## src/inc/gsst_pkg.sv

```systemverilog
package gsst_pkg;
  // ==========================================================================
  // Timing constants
  // ==========================================================================
  localparam int unsigned GSST_CLK_PERIOD_NS = 8;
  localparam int unsigned GSST_CLK_HZ = 125000000;
  // Sensor clock cycles in one complete row readout
  localparam int unsigned GSST_ROW_CLKS = 2624;
  // Rows read by each sensor half at full size
  localparam int unsigned GSST_FULL_ROWS = 1080;
  // Least held width of the start trigger, in sensor clocks
  localparam int unsigned GSST_TRIG_MIN_CLKS = 2;
  // Longest exposure in seconds and in rows at the fastest row rate
  localparam int unsigned GSST_EXP_MAX_S = 30;
  localparam longint unsigned GSST_EXP_MAX_CLKS = 64'(GSST_EXP_MAX_S) * 64'(GSST_CLK_HZ);
  localparam int unsigned GSST_EXP_MAX_ROWS = 32'(GSST_EXP_MAX_CLKS / 64'(GSST_ROW_CLKS));
  // Margins in rows around the frame length
  localparam int unsigned GSST_SHORT_EXTRA_ROWS = 3;
  localparam int unsigned GSST_LONG_EXTRA_ROWS = 4;
  localparam int unsigned GSST_OVL_EXTRA_ROWS = 1;
  localparam int unsigned GSST_DLY_LONG_ROWS = 1;
  // Field widths
  localparam int unsigned GSST_ROW_W = 24;
  localparam int unsigned GSST_CNT_W = 12;
  localparam int unsigned GSST_DIV_W = 8;

  // ==========================================================================
  // Types
  // ==========================================================================
  typedef enum logic [2:0] {
    GSST_IDLE = 3'b000,
    GSST_ARMED = 3'b001,
    GSST_DELAY = 3'b010,
    GSST_EXPOSE = 3'b011,
    GSST_READ = 3'b100,
    GSST_WAIT = 3'b101
  } gsst_state_t;

  // Configuration sampled by the sequencer
  typedef struct packed {
    logic overlap;
    logic [GSST_ROW_W-1:0] exp_rows;
    logic [GSST_ROW_W-1:0] cycle_rows;
    logic [GSST_CNT_W-1:0] region_rows;
    logic [GSST_CNT_W-1:0] interframe_rows;
  } gsst_cfg_t;

  // Status seen by the controlling party
  typedef struct packed {
    logic trig_ready;
    logic running;
    logic exposing;
    logic reading;
    logic long_exp;
    logic exp_rejected;
  } gsst_stat_t;
endpackage

```

## src/hdl/gsst_start_seq.sv

```systemverilog
`timescale 1ns/10ps
`default_nettype none
// Overview of operation
// RQ1: Wait for one external start trigger; later triggers never restart the sequence.
// RQ2: After the start trigger, self-time exposures and readouts like internal triggering.
// RQ3: Trigger-ready output is high whenever a start trigger would be accepted.
// RQ4: Trigger source holds the trigger high at least two sensor clocks.
// RQ5: Overlap off start delay: 0..1 frame short, 1..2 rows long exposure.
// RQ6: Overlap on accepts frame+interframe+1 row to 30 s, 1..2 row delay.
// RQ7: Overlap off: short 1 row..frame+3 rows, long frame+4 rows..30 s; code accepts short only to frame-1 rows.
// RQ8: Overlap on minimum exposure is frame plus interframe plus one row.
// RQ9: Exposure and cycle time are programmed; only start comes from the trigger.
// RQ10: Exposure is a whole count of row periods, rounded to nearest.
// RQ11: One row period is 2624 sensor clocks, scaling with readout rate.
// RQ12: One frame is the region height in rows, 1080 at full size.
// RQ13: Exposure below frame readout time is short, otherwise long.
// RQ14: Controller stops acquisition before moving between short and long classes.
// RQ15: Exposure may change while running, limited to the mode's range.
// RQ16: Ready drops once start is accepted; triggers ignored until acquisition ends.
// RQ17: Exposure and delay are row counts; frame length set from region height.
module gsst_start_seq
  import gsst_pkg::*;
#(
  parameter int unsigned ROW_CLKS = GSST_ROW_CLKS,
  parameter int unsigned EXP_MAX_ROWS = GSST_EXP_MAX_ROWS,
  parameter int unsigned TRIG_MIN = GSST_TRIG_MIN_CLKS
) (
  input wire logic clk_in,
  input wire logic arst_n_in,
  input wire logic acq_start_in,
  input wire logic acq_stop_in,
  input wire logic external_trigger_input_in,
  input wire logic [GSST_DIV_W-1:0] clk_div_in,
  input wire gsst_cfg_t cfg_in,
  input wire logic [GSST_ROW_W+3:0] exp_req_frac_in,
  input wire logic exp_req_load_in,
  output gsst_stat_t stat_out,
  output logic global_clear_out,
  output logic charge_transfer_out,
  output logic [GSST_ROW_W-1:0] exp_rows_out
);
  // ==========================================================================
  // Declarations
  // ==========================================================================
  gsst_state_t state_reg, state_next;
  logic [GSST_ROW_W-1:0] cnt_reg, cnt_next;
  logic [GSST_ROW_W-1:0] cyc_reg, cyc_next;
  logic [GSST_ROW_W-1:0] exp_reg;
  logic [GSST_ROW_W-1:0] exp_pend_reg;
  logic pend_reg;
  logic [GSST_CNT_W-1:0] frame_reg;
  logic [GSST_DIV_W-1:0] pre_reg;
  logic [1:0] hold_reg;
  // Running follows the next state so it rises with the fall of ready,
  // leaving no cycle in which neither is shown
  wire run_next = (state_next != GSST_IDLE) && (state_next != GSST_ARMED); // RQ16
  logic trig_prev_reg;
  logic running_reg;
  logic long_reg;
  logic rej_reg;
  logic row_tick;

  // Sign-free rounding of a 4-bit fractional row request
  function automatic logic [GSST_ROW_W-1:0] round_rows(input logic [GSST_ROW_W+3:0] v);
    logic [GSST_ROW_W+4:0] s;
    s = {1'b0, v} + 29'h0000008;
    return s[GSST_ROW_W+3:4];
  endfunction

  // Short/long decision against the frame readout length
  function automatic logic is_long(input logic [GSST_ROW_W-1:0] e,
                                   input logic [GSST_CNT_W-1:0] f);
    return e >= {12'h000, f};
  endfunction

  // ==========================================================================
  // Range limits in rows
  // ==========================================================================
  wire [GSST_ROW_W-1:0] frame_w = {12'h000, frame_reg};
  wire [GSST_ROW_W-1:0] short_max = frame_w + 24'(GSST_SHORT_EXTRA_ROWS); // RQ7
  wire [GSST_ROW_W-1:0] long_min = frame_w + 24'(GSST_LONG_EXTRA_ROWS); // RQ7
  wire [GSST_ROW_W-1:0] ovl_min = frame_w + {12'h000, cfg_in.interframe_rows}
    + 24'(GSST_OVL_EXTRA_ROWS); // RQ8
  wire [GSST_ROW_W-1:0] exp_max = 24'(EXP_MAX_ROWS);
  wire [GSST_ROW_W-1:0] req_rows = round_rows(exp_req_frac_in); // RQ10
  wire req_long = is_long(req_rows, frame_reg); // RQ13
  wire cur_long = is_long(exp_reg, frame_reg);
  wire req_ok_ovl = (req_rows >= ovl_min) && (req_rows <= exp_max); // RQ6
  wire req_ok_short = (req_rows >= 24'h000001) && (req_rows <= short_max);
  wire req_ok_long = (req_rows >= long_min) && (req_rows <= exp_max);
  wire req_ok_cls = req_long ? req_ok_long : req_ok_short; // RQ7
  wire same_cls = !running_reg || (req_long == cur_long); // RQ14
  wire req_ok = (cfg_in.overlap ? req_ok_ovl : req_ok_cls) && same_cls; // RQ15

  // Trigger width filter: high for the minimum sensor clocks counts as a start
  wire sens_tick = (pre_reg == clk_div_in);
  wire trig_valid = (hold_reg >= 2'(TRIG_MIN)); // RQ4
  wire armed = (state_reg == GSST_ARMED);
  wire start_take = armed && trig_valid && !trig_prev_reg; // RQ1
  // Long exposures and overlap wait a row before clear; short exposures
  // start at once and absorb up to one frame of jitter in the readout.
  wire [GSST_ROW_W-1:0] dly_rows = (cfg_in.overlap || long_reg) ?
    24'(GSST_DLY_LONG_ROWS) : 24'h000000; // RQ5
  wire [GSST_ROW_W-1:0] cyc_min = exp_reg + frame_w + {12'h000, cfg_in.interframe_rows};
  wire [GSST_ROW_W-1:0] cyc_eff = (cfg_in.cycle_rows > cyc_min) ?
    cfg_in.cycle_rows : cyc_min; // RQ9
  wire row_run = running_reg;

  gsst_row_timer #(
    .ROW_CLKS(ROW_CLKS),
    .DIV_MAX(1)
  ) u_row (
    .clk_in(clk_in),
    .arst_n_in(arst_n_in),
    .run_in(row_run),
    .clk_div_in(clk_div_in),
    .row_tick_out(row_tick)
  );

  // ==========================================================================
  // Trigger capture
  // ==========================================================================
  always_ff @(posedge clk_in or negedge arst_n_in) begin
    if (!arst_n_in) begin
      pre_reg <= 8'h00;
      hold_reg <= 2'h0;
      trig_prev_reg <= 1'b0;
    end else begin
      pre_reg <= sens_tick ? 8'h00 : pre_reg + 8'h01;
      if (!external_trigger_input_in) begin
        hold_reg <= 2'h0;
      end else if (sens_tick && !trig_valid) begin
        hold_reg <= hold_reg + 2'h1;
      end
      trig_prev_reg <= trig_valid; // one start per held pulse
    end
  end

  // ==========================================================================
  // Configuration and exposure update
  // ==========================================================================
  always_ff @(posedge clk_in or negedge arst_n_in) begin
    if (!arst_n_in) begin
      frame_reg <= 12'(GSST_FULL_ROWS);
      exp_reg <= 24'h000001;
      exp_pend_reg <= 24'h000001;
      pend_reg <= 1'b0;
      rej_reg <= 1'b0;
      long_reg <= 1'b0;
    end else begin
      if (!running_reg) begin
        frame_reg <= cfg_in.region_rows; // RQ12
      end
      if (exp_req_load_in) begin
        rej_reg <= !req_ok;
        if (req_ok) begin
          exp_pend_reg <= req_rows; // RQ17
          pend_reg <= 1'b1;
        end
      end
      // New value applies after the current exposure completes
      if (pend_reg && state_reg != GSST_EXPOSE && state_reg != GSST_DELAY) begin
        exp_reg <= exp_pend_reg; // RQ15
        long_reg <= is_long(exp_pend_reg, frame_reg);
        pend_reg <= exp_req_load_in && req_ok;
      end
    end
  end

  // ==========================================================================
  // Sequencer next state
  // ==========================================================================
  always_comb begin
    state_next = state_reg;
    cnt_next = cnt_reg;
    cyc_next = cyc_reg;
    case (state_reg)
      GSST_IDLE: begin
        if (acq_start_in) begin
          state_next = GSST_ARMED;
        end
      end
      GSST_ARMED: begin
        if (start_take) begin
          state_next = GSST_DELAY; // RQ1
          cnt_next = dly_rows;
          cyc_next = cyc_eff;
        end
      end
      GSST_DELAY: begin
        if (cnt_reg == 24'h000000) begin
          state_next = GSST_EXPOSE;
          cnt_next = exp_reg;
        end else if (row_tick) begin
          cnt_next = cnt_reg - 24'h000001; // RQ17
        end
      end
      GSST_EXPOSE: begin
        if (row_tick) begin
          if (cnt_reg <= 24'h000001) begin
            state_next = GSST_READ;
            cnt_next = frame_w;
          end else begin
            cnt_next = cnt_reg - 24'h000001;
          end
        end
      end
      GSST_READ: begin
        if (row_tick) begin
          if (cnt_reg <= 24'h000001) begin
            state_next = GSST_WAIT;
          end else begin
            cnt_next = cnt_reg - 24'h000001;
          end
        end
      end
      GSST_WAIT: begin
        // Self-timed next frame, as internal triggering would do
        if (row_tick) begin
          if (cyc_reg <= 24'h000001) begin
            state_next = GSST_EXPOSE; // RQ2
            cnt_next = exp_reg;
            cyc_next = cyc_eff;
          end else begin
            cyc_next = cyc_reg - 24'h000001;
          end
        end
      end
      default: begin
        state_next = GSST_IDLE;
      end
    endcase
    if (state_reg != GSST_IDLE && state_reg != GSST_ARMED && row_tick
        && state_reg != GSST_WAIT && state_next != GSST_WAIT) begin
      cyc_next = (cyc_next > 24'h000000) ? cyc_next - 24'h000001 : cyc_next;
    end
    if (acq_stop_in) begin
      state_next = GSST_IDLE;
    end
  end

  // ==========================================================================
  // Sequencer registers and outputs
  // ==========================================================================
  always_ff @(posedge clk_in or negedge arst_n_in) begin
    if (!arst_n_in) begin
      state_reg <= GSST_IDLE;
      cnt_reg <= 24'h000000;
      cyc_reg <= 24'h000000;
      running_reg <= 1'b0;
    end else begin
      state_reg <= state_next;
      cnt_reg <= cnt_next;
      cyc_reg <= cyc_next;
      running_reg <= run_next;
    end
  end

  // Registered status and sensor control strobes
  always_ff @(posedge clk_in or negedge arst_n_in) begin
    if (!arst_n_in) begin
      stat_out <= '0;
      global_clear_out <= 1'b0;
      charge_transfer_out <= 1'b0;
      exp_rows_out <= 24'h000001;
    end else begin
      stat_out.trig_ready <= (state_next == GSST_ARMED); // RQ3
      stat_out.running <= run_next; // RQ16
      stat_out.exposing <= (state_next == GSST_EXPOSE);
      stat_out.reading <= (state_next == GSST_READ);
      stat_out.long_exp <= long_reg; // RQ13
      stat_out.exp_rejected <= rej_reg;
      global_clear_out <= (state_reg != GSST_EXPOSE) && (state_next == GSST_EXPOSE);
      charge_transfer_out <= (state_reg == GSST_EXPOSE) && (state_next == GSST_READ);
      exp_rows_out <= exp_reg;
    end
  end
endmodule
`default_nettype wire

```

## src/hdl/gsst_row_timer.sv

```systemverilog
`timescale 1ns/10ps
`default_nettype none
// ============================================================================
// Row period divider
// ============================================================================
module gsst_row_timer
  import gsst_pkg::*;
#(
  parameter int unsigned ROW_CLKS = GSST_ROW_CLKS,
  parameter int unsigned DIV_MAX = 1
) (
  input wire logic clk_in,
  input wire logic arst_n_in,
  input wire logic run_in,
  input wire logic [GSST_DIV_W-1:0] clk_div_in,
  output logic row_tick_out
);
  logic [GSST_DIV_W-1:0] pre_reg;
  logic [15:0] cnt_reg;
  wire sens_tick = (pre_reg == clk_div_in);
  wire row_end = sens_tick && (cnt_reg == 16'(ROW_CLKS - 1));

  // Sensor clock enable from the system clock; readout rate scales the row
  always_ff @(posedge clk_in or negedge arst_n_in) begin
    if (!arst_n_in) begin
      pre_reg <= 8'h00;
    end else if (!run_in || sens_tick) begin
      pre_reg <= 8'h00;
    end else begin
      pre_reg <= pre_reg + 8'h01;
    end
  end

  // Row counter restarts with run so the first row is always whole
  always_ff @(posedge clk_in or negedge arst_n_in) begin
    if (!arst_n_in) begin
      cnt_reg <= 16'h0000;
      row_tick_out <= 1'b0;
    end else begin
      row_tick_out <= run_in && row_end; // RQ11
      if (!run_in || row_end) begin
        cnt_reg <= 16'h0000;
      end else if (sens_tick) begin
        cnt_reg <= cnt_reg + 16'h0001;
      end
    end
  end
endmodule
`default_nettype wire

```

## config.mk

```make
export PLATFORM = sky130hd
export DESIGN_NAME = gsst_start_seq
export DESIGN_NICKNAME = d
export VERILOG_FILES = /design/src/inc/gsst_pkg.sv /design/src/hdl/gsst_start_seq.sv /design/src/hdl/gsst_row_timer.sv
export SDC_FILE = /design/constraint.sdc
export NUM_CORES = 1
export LEC_CHECK = 0
export BUFFER_PORTS_ARGS = -buffer_cell sky130_fd_sc_hd__buf_2
export CAP_MARGIN = 15
export CORE_MARGIN = 2
export CORE_UTILIZATION = 45
export CTS_CLUSTER_SIZE = 30
export DETAILED_ROUTE_END_ITERATION = 8
export GPL_TIMING_DRIVEN = 1
export PLACE_DENSITY = 0.75
export SYNTH_ARGS = -nofsm -noshare
export SYNTH_HDL_FRONTEND = slang
export SYNTH_SLANG_ARGS = --single-unit
```

## constraint.sdc

```tcl
create_clock -name clk_in -period 10.9 [get_ports clk_in]
set_input_delay 1.09 -clock clk_in [delete_from_list [all_inputs] [get_ports clk_in]]
set_output_delay 1.09 -clock clk_in [all_outputs]
set_load 0.005 [all_outputs]
```

==> impl_metrics.tcl, run 1 <==
set metrics [dict create \
    antenna_found_initial 1 \
    ant_nets 0 \
    fin_util_pct 50.8 \
    n_antenna_cell 0 \
    die_width_um 184 \
    ff2ff_setup_slack_ns 3.54 \
    finalMaxSlewViolations 0 \
    synth-seq-area-share_pct 31.3 \
    clk_latency_ns 0.45 \
    synth_edf_count 0 \
    hold_path_depth 0 \
    ys.flop_type "dfrtp_1" \
    rr_endpoint "cyc_reg[14]" \
    cts-resized-gates 0 \
    core_mm2 0.0317 \
    max_freq_ghz 0.136 \
    reg2regPathDepth 23 \
    drv_cap 0 \
    drc 0 \
    synth_top_family_by_area "simple AND/OR/NAND/NOR gates" \
    synth.distinct_cells 92 \
    hpwl_um 31100 \
    synthTopCellsByArea "dfrtp_1 (30%), ha_1 (12%), xnor2_1 (4.1%)" \
    critPathKind "in2reg" \
    layout-drive-gt1-share_pct 15.5 \
    maxSlewHeadroom_pct 23.3 \
    dieArea_mm2 0.0339 \
    finalSetupTns_ns 0 \
    grt_pass1_wl_um 65200 \
    crit_path_cell_trace "buf_2 > inv_1 > fa_1 > inv_1 > ha_1 > fa_1 > a211oi_1 > o21ai_0 > a311oi_1 > nor3_1 > xnor2_1 > ha_1 > nand4_1 > and4bb_2 > o31ai_1 > a21oi_1 > buf_4 > o21ai_0 > a221o_1 > nor3_4 > nand3_1 > nand4b_2 > nand3_1 > xnor2_1" \
    placed_cell_area_mm2 0.0155 \
    grt_max_degree 127 \
    start_util_pct 46.0 \
    min_period_over_period_pct 67.5 \
    critPathBufInv 4 \
    yosys.area_share.simple_pct 21.0 \
    drtIter0Drc 994 \
    hold_viol 0 \
    cp.required_ns 11.24 \
    synth.net_count 1874 \
    synth_area_per_cell_um2 9.07 \
    critPathSlowestCell "a21oi_1" \
    ir_worst_vdd_mv 0.115 \
    synth_fa_ha_area_share_pct 13.7 \
    dr.pass1.iters 5 \
    critPathMaxFanout 15 \
    final_cell_area_mm2 0.0161 \
    min-delay-start "rej_reg" \
    numClockSinks 182 \
    io_pins 147 \
    path_clk_slew_ns 0.07 \
    arrival_ns 7.70 \
    final_cells 2113 \
    ys_ff_latch 182 \
    vias 12900 \
    num-fill-cells 2921 \
    numCtsBuffers 17 \
    cp_top_family "compound AO/OA/AOI/OAI gates" \
    cts_hold_buf 0 \
    grt.total_usage_pct 24.5 \
    synthArstFlopShare_pct 100 \
    synth_area_leader_cell "dfrtp_1" \
    synthMuxAreaShare_pct 4.37 \
    postSynthCellCount 1608 \
    clock-root-buffer "clkbuf_16" \
    hold_path_class "reg2reg" \
    hold_end "stat_out[0]" \
    p_per_area_mw_per_mm2 156 \
    place_congestion 0.970 \
    crit_path_max_incr_delay_ns 0.68 \
    crit_path_start_kind "input port" \
    drt-total-wl_um 41000 \
    place_inst 2081 \
    synth_area_mm2 0.0146 \
    post_drt_via_cell_ratio 6.12 \
    synth_compound_area_share_pct 18.4 \
    fp.dieH_um 184 \
    worstMarginPinSlew_ns 1.15 \
    clockBufferDepth 2 \
    synth_top_area_share_pct 30.0 \
    syn_to_final_growth_pct 10.5 \
    yosys_warnings 0 \
    rsz0062_at_grt "false" \
    gr-total-overflow 0 \
    synth-xor-area-share_pct 7.75 \
    wire_per_inst_um 19.4 \
    skew_ns 0.0118 \
    multiInputGateArea_mm2 0.00951 \
    numPortBuffers 119 \
    finalCriticalPeriod_ns 7.36 \
    post-cts-setup-buffer-count 0 \
    cts_tree "built" \
    r2r-start "frame_reg[1]" \
    status "finished clean" \
    grt_pass1_vias 12600 \
    finalSetupViolCount 0 \
    htree_levels 4 \
    end_kind "flop" \
    regArea_mm2 0.00456 \
    core.rowCount 65 \
    finalNetCount 1964 \
    leakage_nw 6.94 \
]
==> layer usage <==
layer,track usage [%],share of wire [%],vias up
li1,-,-,6127
met1,31.6,43,6207
met2,39.9,46,487
met3,4.30,6.2,115
met4,11.5,4.3,2
met5,0,0.027,-
==> final cells by class <==
class / count / share of cell area (%)
inverters: 66 / 1.54
repair buffers: 130 / 4.26
flip-flops and latches: 182 / 28.3
clock inverters: 14 / 1.13
multi-input cells: 1301 / 59.0
well taps: 402 / 3.12
clock buffers: 18 / 2.66
==> synth_stat cells, types with 7 or more instances <==
cell type	instances
xor2_1	61
mux2_2	44
a311oi_1	7
nand2_1	109
dfrtp_1	175
and2_1	15
xnor2_1	68
dfstp_2	7
nand2b_1	22
a22oi_1	18
nand4_1	26
a22o_1	12
mux2_1	9
nor2_1	121
nor2b_1	23
a211oi_1	12
o21ai_0	88
o21a_1	13
clkbuf_1	42
inv_1	66
nor4_1	39
ha_1	137
fa_1	14
a21oi_1	91
o21ai_1	17
or3_1	14
nor3_1	43
o211ai_1	12
a31oi_1	18
o31ai_1	8
and3_1	23
a21o_1	22
or2_2	10
nand3_1	66
==> how the worst max path moves through the flow <==
stage,end,cells past startpoint,slack [ns],startpoint
after global routing,cyc_reg[14],24,3.07,frame_reg[1]
after global placement,cyc_reg[4],24,3.24,cfg_in[1]
after detailed placement,cyc_reg[14],24,3.16,cfg_in[1]
final,cyc_reg[14],24,3.54,cfg_in[1]
after CTS,cyc_reg[4],24,3.59,cfg_in[1]
after floorplan,cyc_reg[4],25,4.29,cfg_in[1]
==> where the power goes <==
group / switching, mW / internal, mW / leakage (nW) / total, mW
clock network: 0.303 / 0.349 / 0.292 / 0.653
registers: 0.160 / 0.778 / 2.29 / 0.938
logic: 0.527 / 0.403 / 4.36 / 0.930
==> kinds of logic (layout without fill, tap and decap cells) <==
kind of cell | after synthesis | in the layout
buffers and inverters | 125 | 228
AND/OR/NAND/NOR | 565 | 565
AO/OA/AOI/OAI | 399 | 399
XOR/XNOR | 129 | 129
multiplexers | 57 | 57
adder cells (fa/ha/maj) | 151 | 151
flip-flops | 182 | 182
==> placed cells by master, fill, tap and decap left out, drive strengths merged, types with 12 or more instances in the layout <==
cell type,instances
a211oi,12
a21o,22
a21oi,92
a22o,12
a22oi,18
a31oi,18
and2,15
and3,24
buf,129
clkbuf,19
dfrtp,175
fa,14
ha,137
inv,74
mux2,53
nand2,109
nand2b,22
nand3,68
nand4,27
nor2,125
nor2b,23
nor3,47
nor4,45
o211ai,12
o21a,13
o21ai,106
or3,17
xnor2,68
xor2,61
==> stage by stage <==
step	worst slack, ns	hold WS (ns)	total power, mW
2_1_floorplan	4.29	0.352	1.54
3_3_place_gp	3.24	0.369	1.82
3_5_place_dp	3.16	0.368	1.86
4_1_cts	3.59	0.386	2.52
5_1_grt	3.07	0.403	2.70
6_report	3.54	0.384	2.52
==> worst register-to-register path, cell delays in order, from the launching register on <==
cell      delay (ns)
dfrtp_1         0.53
inv_1           0.28
fa_1            0.54
inv_1           0.05
ha_1            0.22
fa_1            0.44
a211oi_1        0.30
o21ai_0         0.23
a311oi_1        0.50
nor3_1          0.12
xnor2_1         0.18
ha_1            0.33
nand4_1         0.16
and4bb_2        0.40
o31ai_1         0.14
a21oi_1         0.68
buf_4           0.32
o21ai_0         0.15
a221o_1         0.43
nor3_4          0.22
nand3_1         0.16
nand4b_2        0.48
nand3_1         0.25
xnor2_1         0.18
Power figures use the tool's default switching activity.
==> inputs of run 2 (changes only) <==
PLACE_DENSITY = 0.77   (was 0.75)
clock period = 5.94 ns   (was 10.9 ns; I/O delays follow)
==> impl_metrics.tcl, run 2 (same netlist as run 1, synthesis figures left out) <==
set metrics [dict create \
    layout_commonest_cell "dfrtp_1" \
    start_util_pct 46.0 \
    dieArea_mm2 0.0339 \
    clockBufferDepth 2 \
    core.rowCount 65 \
    syn_to_final_growth_pct 18.1 \
    hpwl_um 33100 \
    place_inst 2210 \
    clk_latency_ns 0.45 \
    end_kind "flop" \
    placed_cell_area_mm2 0.0165 \
    layout-drive-gt1-share_pct 22.6 \
    critPathMaxFanout 5 \
    cts_hold_buf 0 \
    drc 0 \
    ant_nets 0 \
    drt-total-wl_um 42700 \
    finalNetCount 2097 \
    status "finished clean" \
    final_cell_mix "dfrtp_1 (175), buf_4 (141), ha_1 (136), nor2_1 (121), buf_2 (118)" \
    final_cell_area_mm2 0.0172 \
    vias 13500 \
    numCtsBuffers 17 \
    core_mm2 0.0317 \
    leakage_nw 7.61 \
    max_freq_ghz 0.177 \
    clock-root-buffer "clkbuf_16" \
    finalPower_mw 4.99 \
    ir_worst_vdd_mv 0.206 \
    numClockSinks 182 \
    grt_pass1_vias 13100 \
    hold_viol 0 \
    grt_max_degree 66 \
    crit_path_start_kind "flop" \
    post_drt_via_cell_ratio 5.99 \
    regArea_mm2 0.00456 \
    skew_ns 0.0139 \
    min_period_over_period_pct 95.2 \
    cpMostUsedCell "buf_4" \
    fin_util_pct 54.3 \
    io_pins 147 \
    critPathKind "reg2reg" \
    htree_levels 4 \
    finalSetupViolCount 0 \
    cp.required_ns 6.31 \
    multiInputGateArea_mm2 0.00961 \
    crit_path_max_incr_delay_ns 0.55 \
    place_congestion 0.957 \
    cp_top_family "simple AND/OR/NAND/NOR gates" \
    grt_pass1_wl_um 68500 \
    finalSetupTns_ns 0 \
    gr-total-overflow 0 \
    fin_hold_ws_ns 0.139 \
    critPathSlowestCell "fa_1" \
    finalCriticalPeriod_ns 5.66 \
    setup_ws_ns 0.284 \
    hold_path_class "in2async" \
    cts_tree "built" \
    fp.dieH_um 184 \
    antenna_found_initial 0 \
    numPortBuffers 119 \
    worstMarginPinSlew_ns 1.11 \
    maxSlewHeadroom_pct 25.8 \
    drtIter0Drc 1013 \
    n_antenna_cell 0 \
    arrival_ns 6.03 \
    die_width_um 184 \
    grt.total_usage_pct 25.8 \
    final_cells 2246 \
    p_per_area_mw_per_mm2 290 \
    num-fill-cells 2854 \
    path_clk_slew_ns 0.08 \
    wire_per_inst_um 19.0 \
    finalMaxSlewViolations 0 \
    drv_cap 0 \
    critPathBufInv 5 \
    dr.pass1.iters 5 \
    dpl_worst_slack_ns -0.234 \
]
run 2: final cells by class:
| cell class | count | area share [%] |
|---|---|---|
| clock buffers | 18 | 2.55 |
| clock inverters | 14 | 0.879 |
| inverters | 66 | 1.44 |
| multi-input cells | 1301 | 55.8 |
| flip-flops and latches | 182 | 26.5 |
| well taps | 402 | 2.92 |
| repair buffers | 263 | 9.95 |
run 2: worst reg2reg max path: cells and delay by family, from the launching register on:
family / cells / cell delay (ns)
AO/OA/AOI/OAI: 6 / 1.27
XOR/XNOR: 2 / 0.42
adder cells (fa/ha/maj): 4 / 1.43
buffers and inverters: 5 / 0.55
flip-flops: 1 / 0.36
AND/OR/NAND/NOR: 8 / 1.53
run 2: final timing paths:
kind / startpoint / endpoint / slack (ns) / depth (start not counted)
setup / recovery: frame_reg[1] / cyc_reg[22] / 0.28 / 25
hold / removal: arst_n_in / cyc_reg[6] / 0.14 / 1
setup reg to reg: frame_reg[1] / cyc_reg[22] / 0.28 / 25
hold reg to reg: rej_reg / stat_out[0] / 0.38 / 0
max in group asynchronous: arst_n_in / exp_pend_reg[20] / 4.60 / 2
min in group clk_in: acq_stop_in / state_reg[0] / 0.35 / 2
run 2: report_power, final:
| part | total [mW] | switching [mW] | leakage [nW] | internal (mW) |
|---|---|---|---|---|
| clock | 1.14 | 0.567 | 0.280 | 0.574 |
| combinational | 2.24 | 1.19 | 5.04 | 1.06 |
| sequential | 1.60 | 0.176 | 2.29 | 1.43 |
run 2: layer usage:
metal | vias to the layer above | global-route usage (%) | routed length [um]
li1 | 6383 | - | -
met1 | 6477 | 33.3 | 18400
met2 | 495 | 43.1 | 20100
met3 | 101 | 3.92 | 2550
met4 | 0 | 10.6 | 1690
met5 | - | 0 | 0
run 2: timing repair:
action | CTS | global route
hold endpoints to repair | 0 | 0
buffers inserted | 0 | 4
resized for setup | 0 | 24
endpoints found under the setup margin | 0 | 24
